===== src/logic/tec_pkg.sv =====
// constants for the trace equalizer configuration register group
`default_nettype none
package tec_pkg;
  localparam int unsigned TEC_ADDR_W     = 8;
  localparam int unsigned TEC_DATA_W     = 16;
  localparam int unsigned TEC_NUM_REGS   = 14;
  localparam int unsigned TEC_IDX_W      = 4;

  // register offsets
  localparam logic [7:0] TEC_RESERVED_EQ_A_OFS          = 8'h14;
  localparam logic [7:0] TEC_RESERVED_EQ_B_OFS          = 8'h15;
  localparam logic [7:0] TEC_RESERVED_EQ_C_OFS          = 8'h16;
  localparam logic [7:0] TEC_RESERVED_EQ_D_OFS          = 8'h17;
  localparam logic [7:0] TEC_RESERVED_EQ_E_OFS          = 8'h18;
  localparam logic [7:0] TEC_RESERVED_EQ_F_OFS          = 8'h19;
  localparam logic [7:0] TEC_RESERVED_EQ_G_OFS          = 8'h1A;
  localparam logic [7:0] TEC_RESERVED_EQ_H_OFS          = 8'h1B;
  localparam logic [7:0] TEC_RESERVED_EQ_I_OFS          = 8'h1C;
  localparam logic [7:0] TEC_RESERVED_EQ_J_OFS          = 8'h1D;
  localparam logic [7:0] TEC_EQUALIZER_BOOST_CONTROL_OFS = 8'h1E;
  localparam logic [7:0] TEC_CARRIER_DETECT_HYST_OFS     = 8'h1F;
  localparam logic [7:0] TEC_RESERVED_EQ_K_OFS          = 8'h20;
  localparam logic [7:0] TEC_RESERVED_EQ_L_OFS          = 8'h21;
  localparam logic [7:0] TEC_FIRST_OFS                  = TEC_RESERVED_EQ_A_OFS;
  localparam logic [7:0] TEC_LAST_OFS                   = TEC_RESERVED_EQ_L_OFS;

  // reset values, indexed by offset minus first offset
  localparam logic [TEC_NUM_REGS*16-1:0] TEC_RESET_VALUES = {
    16'h000F, 16'h0003, 16'h0043, 16'h0004,
    16'h0000, 16'h0004, 16'h0001, 16'h0014,
    16'h0001, 16'h0050, 16'h0001, 16'h4002,
    16'h0000, 16'h0303
  };

  // equalizer_boost_control fields
  localparam int unsigned TEC_BOOST_LSB      = 1;
  localparam int unsigned TEC_BOOST_MSB      = 4;
  localparam int unsigned TEC_CD_BOOST_SEL   = 0;
  localparam logic [3:0]  TEC_BOOST_BYPASS   = 4'h0;
  localparam logic [3:0]  TEC_BOOST_MAX      = 4'h8;

  // carrier_detect_hysteresis fields
  localparam int unsigned TEC_ASSERT_LSB     = 4;
  localparam int unsigned TEC_ASSERT_MSB     = 7;
  localparam int unsigned TEC_DEASSERT_LSB   = 0;
  localparam int unsigned TEC_DEASSERT_MSB   = 3;

  localparam logic [15:0] TEC_UNMAPPED_READ  = 16'h0000;

  typedef enum logic [1:0] {
    TEC_CD_ABSENT  = 2'b01,
    TEC_CD_PRESENT = 2'b10
  } tec_cd_state_e;
endpackage : tec_pkg
`default_nettype wire


===== src/logic/tec_boost_decode.sv =====
// boost level decoder: bypass flag, clamped level and stage thermometer
`default_nettype none
module tec_boost_decode
  import tec_pkg::*;
#(
  parameter int unsigned STAGES = 8
) (
  // requested level
  input  wire logic [3:0]        level_i,
  // decoded control
  output logic                   bypass_o,
  output logic [3:0]             level_o,
  output logic [STAGES-1:0]      stage_en_o
);
  wire       is_bypass;
  wire       over_max;
  wire [3:0] clamped;

  assign is_bypass = (level_i == TEC_BOOST_BYPASS);
  // undefined codes 9..15 are driven as the strongest setting
  assign over_max  = (level_i > TEC_BOOST_MAX);
  assign clamped   = over_max ? TEC_BOOST_MAX : level_i;

  assign bypass_o  = is_bypass;
  assign level_o   = clamped;

  // one more stage per level step up to 8; codes above 8 enable the same stages as 8
  genvar g;
  generate
    for (g = 0; g < STAGES; g++) begin : g_stage
      assign stage_en_o[g] = (clamped > 4'(g));
    end
  endgenerate
endmodule : tec_boost_decode
`default_nettype wire


===== src/logic/tec_config_regs.sv =====
// trace equalizer configuration register group with carrier detect hysteresis
// How it works
// - boost field bits 4:1; zero bypasses the equalization stage entirely.
// - boost 1 to 8 selects progressively stronger equalization, up to 17 dB.
// - bit 0 clear gives carrier detect boost 8, set uses programmed boost.
// - assert threshold bits 7:4 of hysteresis register, range 0 to 15, reset 4.
// - deassert threshold bits 3:0 of hysteresis register, range 0 to 15, reset 3.
`default_nettype none
module tec_config_regs
  import tec_pkg::*;
#(
  parameter int unsigned STAGES = 8
) (
  // clock and reset
  input  wire logic                  core_clk_i,
  input  wire logic                  sys_rst_i,
  // register access port from the serial control interface
  input  wire logic [TEC_ADDR_W-1:0] reg_addr_i,
  input  wire logic [TEC_DATA_W-1:0] reg_wdata_i,
  input  wire logic                  reg_wr_i,
  input  wire logic                  reg_rd_i,
  output logic      [TEC_DATA_W-1:0] reg_rdata_o,
  output logic                       reg_rvalid_o,
  // signal level from the analog carrier detector, asynchronous
  input  wire logic [3:0]            sig_level_i,
  // trace equalizer controls
  output logic                       eq_bypass_o,
  output logic      [3:0]            eq_boost_level_o,
  output logic      [STAGES-1:0]     eq_stage_en_o,
  // carrier detect controls and status
  output logic      [3:0]            cd_boost_level_o,
  output logic      [STAGES-1:0]     cd_stage_en_o,
  output logic      [3:0]            carrier_assert_level_o,
  output logic      [3:0]            carrier_deassert_level_o,
  output logic                       carrier_detect_o
);

  // decode helpers
  function automatic logic addr_hit(input logic [TEC_ADDR_W-1:0] a);
    addr_hit = (a >= TEC_FIRST_OFS) && (a <= TEC_LAST_OFS);
  endfunction : addr_hit

  function automatic logic [TEC_IDX_W-1:0] addr_idx(input logic [TEC_ADDR_W-1:0] a);
    logic [TEC_ADDR_W-1:0] d;
    d = a - TEC_FIRST_OFS;
    addr_idx = d[TEC_IDX_W-1:0];
  endfunction : addr_idx

  // register storage; every bit is kept, reserved ones included
  logic [TEC_DATA_W-1:0] regs [TEC_NUM_REGS];

  wire                  hit;
  wire [TEC_IDX_W-1:0]  idx;
  wire                  wr_en;
  wire [TEC_DATA_W-1:0] rd_word;

  assign hit     = addr_hit(reg_addr_i);
  assign idx     = addr_idx(reg_addr_i);
  // unmapped writes are dropped and unmapped reads return zero
  assign wr_en   = reg_wr_i && hit;
  assign rd_word = hit ? regs[idx] : TEC_UNMAPPED_READ;

  // reserved registers stay fully readable and writable
  genvar r;
  generate
    for (r = 0; r < TEC_NUM_REGS; r++) begin : g_reg
      always_ff @(posedge core_clk_i or posedge sys_rst_i) begin
        if (sys_rst_i) begin
          regs[r] <= TEC_RESET_VALUES[r*16 +: 16];
        end else if (wr_en && (idx == TEC_IDX_W'(r))) begin
          regs[r] <= reg_wdata_i;
        end
      end
    end
  endgenerate

  // read data one cycle after the strobe; a write in the same cycle is not seen
  always_ff @(posedge core_clk_i or posedge sys_rst_i) begin
    if (sys_rst_i) begin
      reg_rdata_o  <= 16'h0000;
      reg_rvalid_o <= 1'b0;
    end else begin
      reg_rvalid_o <= reg_rd_i;
      if (reg_rd_i) begin
        reg_rdata_o <= rd_word;
      end
    end
  end

  // field extraction
  localparam logic [TEC_ADDR_W-1:0] BOOST_REG_OFS = TEC_EQUALIZER_BOOST_CONTROL_OFS;
  localparam logic [TEC_ADDR_W-1:0] HYST_REG_OFS  = TEC_CARRIER_DETECT_HYST_OFS;

  wire [TEC_DATA_W-1:0] boost_reg;
  wire [TEC_DATA_W-1:0] hyst_reg;
  wire [3:0]            eq_boost_level;
  wire                  carrier_boost_select;
  wire [3:0]            carrier_assert_level;
  wire [3:0]            carrier_deassert_level;
  wire [3:0]            cd_level_req;

  assign boost_reg              = regs[addr_idx(BOOST_REG_OFS)];
  assign hyst_reg               = regs[addr_idx(HYST_REG_OFS)];
  assign eq_boost_level         = boost_reg[TEC_BOOST_MSB:TEC_BOOST_LSB];
  assign carrier_boost_select   = boost_reg[TEC_CD_BOOST_SEL];
  assign carrier_assert_level   = hyst_reg[TEC_ASSERT_MSB:TEC_ASSERT_LSB];
  assign carrier_deassert_level = hyst_reg[TEC_DEASSERT_MSB:TEC_DEASSERT_LSB];
  assign cd_level_req           = carrier_boost_select ? eq_boost_level : TEC_BOOST_MAX;

  // boost decoding for the data path and for carrier detection
  wire              eq_bypass;
  wire [3:0]        eq_level;
  wire [STAGES-1:0] eq_stage_en;
  wire              cd_bypass;
  wire [3:0]        cd_level;
  wire [STAGES-1:0] cd_stage_en;

  tec_boost_decode #(
    .STAGES     (STAGES)
  ) u_eq_decode (
    .level_i    (eq_boost_level),
    .bypass_o   (eq_bypass),
    .level_o    (eq_level),
    .stage_en_o (eq_stage_en)
  );

  tec_boost_decode #(
    .STAGES     (STAGES)
  ) u_cd_decode (
    .level_i    (cd_level_req),
    .bypass_o   (cd_bypass),
    .level_o    (cd_level),
    .stage_en_o (cd_stage_en)
  );

  // bypass on the carrier path shows only as all stages off
  wire unused_cd_bypass;
  assign unused_cd_bypass = cd_bypass;

  always_ff @(posedge core_clk_i or posedge sys_rst_i) begin
    if (sys_rst_i) begin
      eq_bypass_o      <= 1'b0;
      eq_boost_level_o <= 4'h0;
      eq_stage_en_o    <= '0;
    end else begin
      eq_bypass_o      <= eq_bypass;
      eq_boost_level_o <= eq_level;
      eq_stage_en_o    <= eq_bypass ? '0 : eq_stage_en;
    end
  end

  always_ff @(posedge core_clk_i or posedge sys_rst_i) begin
    if (sys_rst_i) begin
      cd_boost_level_o         <= 4'h0;
      cd_stage_en_o            <= '0;
      carrier_assert_level_o   <= 4'h0;
      carrier_deassert_level_o <= 4'h0;
    end else begin
      cd_boost_level_o         <= cd_level;
      cd_stage_en_o            <= cd_stage_en;
      carrier_assert_level_o   <= carrier_assert_level;
      carrier_deassert_level_o <= carrier_deassert_level;
    end
  end

  // level synchroniser; a new value is taken once stages two and three agree
  logic [3:0] lvl_s1;
  logic [3:0] lvl_s2;
  logic [3:0] lvl_s3;
  logic [3:0] lvl_held;

  always_ff @(posedge core_clk_i or posedge sys_rst_i) begin
    if (sys_rst_i) begin
      lvl_s1 <= 4'h0;
      lvl_s2 <= 4'h0;
      lvl_s3 <= 4'h0;
    end else begin
      lvl_s1 <= sig_level_i;
      lvl_s2 <= lvl_s1;
      lvl_s3 <= lvl_s2;
    end
  end

  wire lvl_stable;
  assign lvl_stable = (lvl_s2 == lvl_s3);

  always_ff @(posedge core_clk_i or posedge sys_rst_i) begin
    if (sys_rst_i) begin
      lvl_held <= 4'h0;
    end else if (lvl_stable) begin
      lvl_held <= lvl_s3;
    end
  end

  // carrier detect with hysteresis between the two thresholds
  tec_cd_state_e cd_state;
  tec_cd_state_e next_cd_state;

  wire at_assert;
  wire below_deassert;
  assign at_assert      = (lvl_held >= carrier_assert_level);
  assign below_deassert = (lvl_held <  carrier_deassert_level);

  always_comb begin
    next_cd_state = cd_state;
    case (cd_state)
      TEC_CD_ABSENT: begin
        if (at_assert) begin
          next_cd_state = TEC_CD_PRESENT;
        end
      end
      TEC_CD_PRESENT: begin
        if (below_deassert) begin
          next_cd_state = TEC_CD_ABSENT;
        end
      end
      default: begin
        next_cd_state = TEC_CD_ABSENT;
      end
    endcase
  end

  always_ff @(posedge core_clk_i or posedge sys_rst_i) begin
    if (sys_rst_i) begin
      cd_state         <= TEC_CD_ABSENT;
      carrier_detect_o <= 1'b0;
    end else begin
      cd_state         <= next_cd_state;
      carrier_detect_o <= (next_cd_state == TEC_CD_PRESENT);
    end
  end

endmodule : tec_config_regs
`default_nettype wire


===== config.mk =====
export PLATFORM = sky130hd
export DESIGN_NAME = tec_config_regs
export DESIGN_NICKNAME = d
export VERILOG_FILES = /design/src/logic/tec_pkg.sv /design/src/logic/tec_boost_decode.sv /design/src/logic/tec_config_regs.sv
export SDC_FILE = /design/constraint.sdc
export NUM_CORES = 1
export LEC_CHECK = 0
export ABC_CLOCK_PERIOD_IN_PS = 23300
export BUFFER_PORTS_ARGS = -buffer_cell sky130_fd_sc_hd__buf_2
export CAP_MARGIN = 10
export CORE_ASPECT_RATIO = 0.75
export CORE_UTILIZATION = 52
export DETAILED_ROUTE_END_ITERATION = 16
export PLACE_DENSITY = 0.72
export SLEW_MARGIN = 15
export SYNTH_ARGS = -nofsm -noshare
export SYNTH_HDL_FRONTEND = slang
export SYNTH_SLANG_ARGS = --single-unit

===== constraint.sdc =====
create_clock -name core_clk_i -period 23.3 [get_ports core_clk_i]
set_input_delay 4.66 -clock core_clk_i [delete_from_list [all_inputs] [get_ports core_clk_i]]
set_output_delay 4.66 -clock core_clk_i [all_outputs]
set_load 0.01 [all_outputs]

==> results.md <==
- Power Total: 1.09 mW
- Antenna-violating nets left: 0
- Dpl ws: 15690 ps
- Syn Nets: 927
- PwrDens: 76.5 mW/mm^2
- Delay-heaviest family, CP: simple AND/OR/NAND/NOR gates
- CTS-repair resized insts: 0
- Worst-skew pair later-pin latency: 550 ps
- Initial Util: 0.531
- Slew HR: 0.235
- Inserted Clock Buffers: 28
- Ys flop type: dfrtp_1
- Die ar.: 0.0252 sq mm
- Non-filler cells, final: 1281
- Setup Buffers After CTS: 0
- Layout fillers: 1885
- WP depth: 7
- Ports: 83
- Post-synthesis register bit count: 292
- Peak VDD IR: 0.0551 mV
- Synth top area share: 0.524
- Seq/Total Area, Yosys: 0.576
- Clk pin slew, worst setup/hold paths: 60 ps
- Final GP Congestion: 0.795
- Post-synthesis instance total: 881
- Cell Rows: 49
- Initial antenna violation count: 0
- Type of origin of the critical path: input pin
- Placed Instance Area: 0.0133 sq mm
- Number of remaining DRC errors: 0
- Die height: 138 microns
- GR Overflow Total: 0
- Crit-path cells: buf_2 > inv_1 > ha_1 > nor3b_2 > nand3b_1 > nor2b_2 > mux2_2
- First-pass GRT wire length: 43.7 mm
- ANT cells: 0
- Status: completed
- CTS Root Buffer Type: clkbuf_16
- Worst Hold Class: reg2reg
- Die Width: 183 microns
- RSZ-0062 raised after global routing: false
- Detailed Routing Iterations Pass 1: 4
- Clock sinks: 292
- All-Layer GR Usage: 0.230
- Largest net degree at the start of global routing: 159
- Crit end category: flip-flop
- Leakage: 6.92 nW
- Cell taking the most area after synthesis: dfrtp_1
- Post-synthesis cell type count: 41
- Hold buffer count at CTS: 0
- Synth async-reset ratio: 1.00
- WL/cell: 21.8 microns
- Buf/Inv on CP: 2
- CTS max path bufs: 3
- Core Util, Final: 0.591
- Vias: 7401
- Via density: 5.78
- Leading post-synthesis cells by cell area: dfrtp_1, mux2_2, mux4_2, dfstp_2, mux2i_1
- R2r worst-path depth: 6
- Share of cells above drive strength 1: 0.448
- Finished Cell Area: 0.0142 sq mm
- Crit share post-route: 0.303
- Slowest cell on the critical path: nor2b_2
- Mean Syn Cell Area: 14.5 sq um
- Number of max-cap violations: 0
- Nets: 976
- CP Max Fanout: 18
- Post-Place Cells: 1231
- WP data required: 23720 ps
- Port Buf Inserts: 82
- CP peak stage delay: 930 ps
- Number of flops mapped to enable cells by yosys: 0
- Final Critical Period: 7070 ps
- Hold Vio Cnt, Final: 0
- Slew at the pin closest to its max-slew limit: 1140 ps
- Top reg by flops: regs
- Critical path class: in2reg
- Pins Over Slew Limit: 0
- Final WS setup: 16230 ps
- P&R area growth vs syn: 11.5%
- Synth Warn #: 0
- Post-route clock skew: 19.0 ps
- # setup viols final: 0
- Vias in the first global route: 7420
- Max reg flops: 192
- Final wirelength: 27.9 mm
- Area of the mapped netlist: 0.0127 sq mm
- Core area: 0.0240 sq mm
- Setup TNS: 0 ps
- Fin Hold WS: 347 ps
- CTS H-tree lvls: 1
- Hold depth: 0
- CP arrival: 7480 ps
- CTS tree: yes
- Starting DRT DRC Count: 566
- DP HPWL: 16.6 mm
- FMAX: 142 MHz
worst paths after layout:
| path | slack (ps) | startpoint | endpoint |
|---|---|---|---|
| worst max-delay path | 16230 | reg_addr_i[2] | regs[182] |
| worst min-delay path | 350 | lvl_s1[3] | lvl_s2[3] |
| worst max register to register | 21560 | hyst_reg[1] | cd_state[0] |
| worst min register to register | 350 | lvl_s1[3] | lvl_s2[3] |
| max in group asynchronous | 17620 | sys_rst_i | lvl_s3[2] |
| min in group asynchronous | 4300 | sys_rst_i | regs[147] |
Yosys cell counts (3+ instances only):
cell type  instances
clkbuf_1          33
o32a_1            15
nor2b_1            6
buf_4              3
nand3b_1           4
nand2_2            3
a21oi_1            4
mux2i_1           48
and3_1             4
o21ai_0           17
xnor2_1            4
nand2_1           18
mux2_2           228
mux4_2            32
nor2_1            19
and2_1             4
o22ai_1           32
or2_2              3
inv_1             32
nor3_1             3
buf_2             32
dfrtp_1          267
ha_1              14
a21o_1             3
or3_1              5
nand2b_1           9
dfstp_2           25
worst register-to-register path: stages, from the launching register on:
cell and delay [ps]:
dfstp_2 560, inv_1 50, ha_1 270, a21oi_1 60
o21ai_0 210, a21boi_0 150, or3_1 370
layout by cell type, fill, tap and decap left out, drive strengths merged, types with 2 or more instances in the layout:
cell type  count
o32a          15
inv           32
nand3          2
nor2b          6
mux2         228
ha            14
o22ai         32
or2            3
a21o           3
mux4          32
or3            5
xnor2          4
o21ai         18
nand3b         4
nand2         21
clkbuf        47
and3           4
clkinv         2
nor3           3
dfstp         25
dfrtp        267
buf           87
and2           4
mux2i         48
nand2b         9
nor2          20
a21oi          5
layout make-up:
class,instances,area (sq um),share of cell area
clock buffers,47,852,0.0599
clock inverters,3,28.8,0.00202
inverters,32,128,0.00898
multi-input cells,489,4990,0.351
flip-flops and latches,292,7340,0.516
well taps,331,414,0.0291
repair buffers,87,463,0.0326
cells by family after synthesis:
| family | after synthesis | share of synthesized area |
|---|---|---|
| simple gates | 84 | 0.0357 |
| mux | 308 | 0.296 |
| flops | 292 | 0.576 |
| buf+inv | 100 | 0.0335 |
| fa+ha+maj | 14 | 0.0137 |
| compound gates | 79 | 0.0432 |
| xor+xnor | 4 | 0.00275 |
power by group:
group	total, mW	internal [mW]	switching, mW
Combinational	0.103	0.0465	0.0569
Clock	0.433	0.248	0.186
Sequential	0.551	0.536	0.0150
layer usage:
| metal | vias to the layer above | track usage | share of wire |
|---|---|---|---|
| li1 | 3280 | - | - |
| met1 | 3906 | 0.339 | 0.48 |
| met2 | 173 | 0.358 | 0.45 |
| met3 | 42 | 0.0367 | 0.046 |
| met4 | 0 | 0.0532 | 0.019 |
| met5 | - | 0 | 0 |
Note: power is estimated with default switching activity, not from simulation.
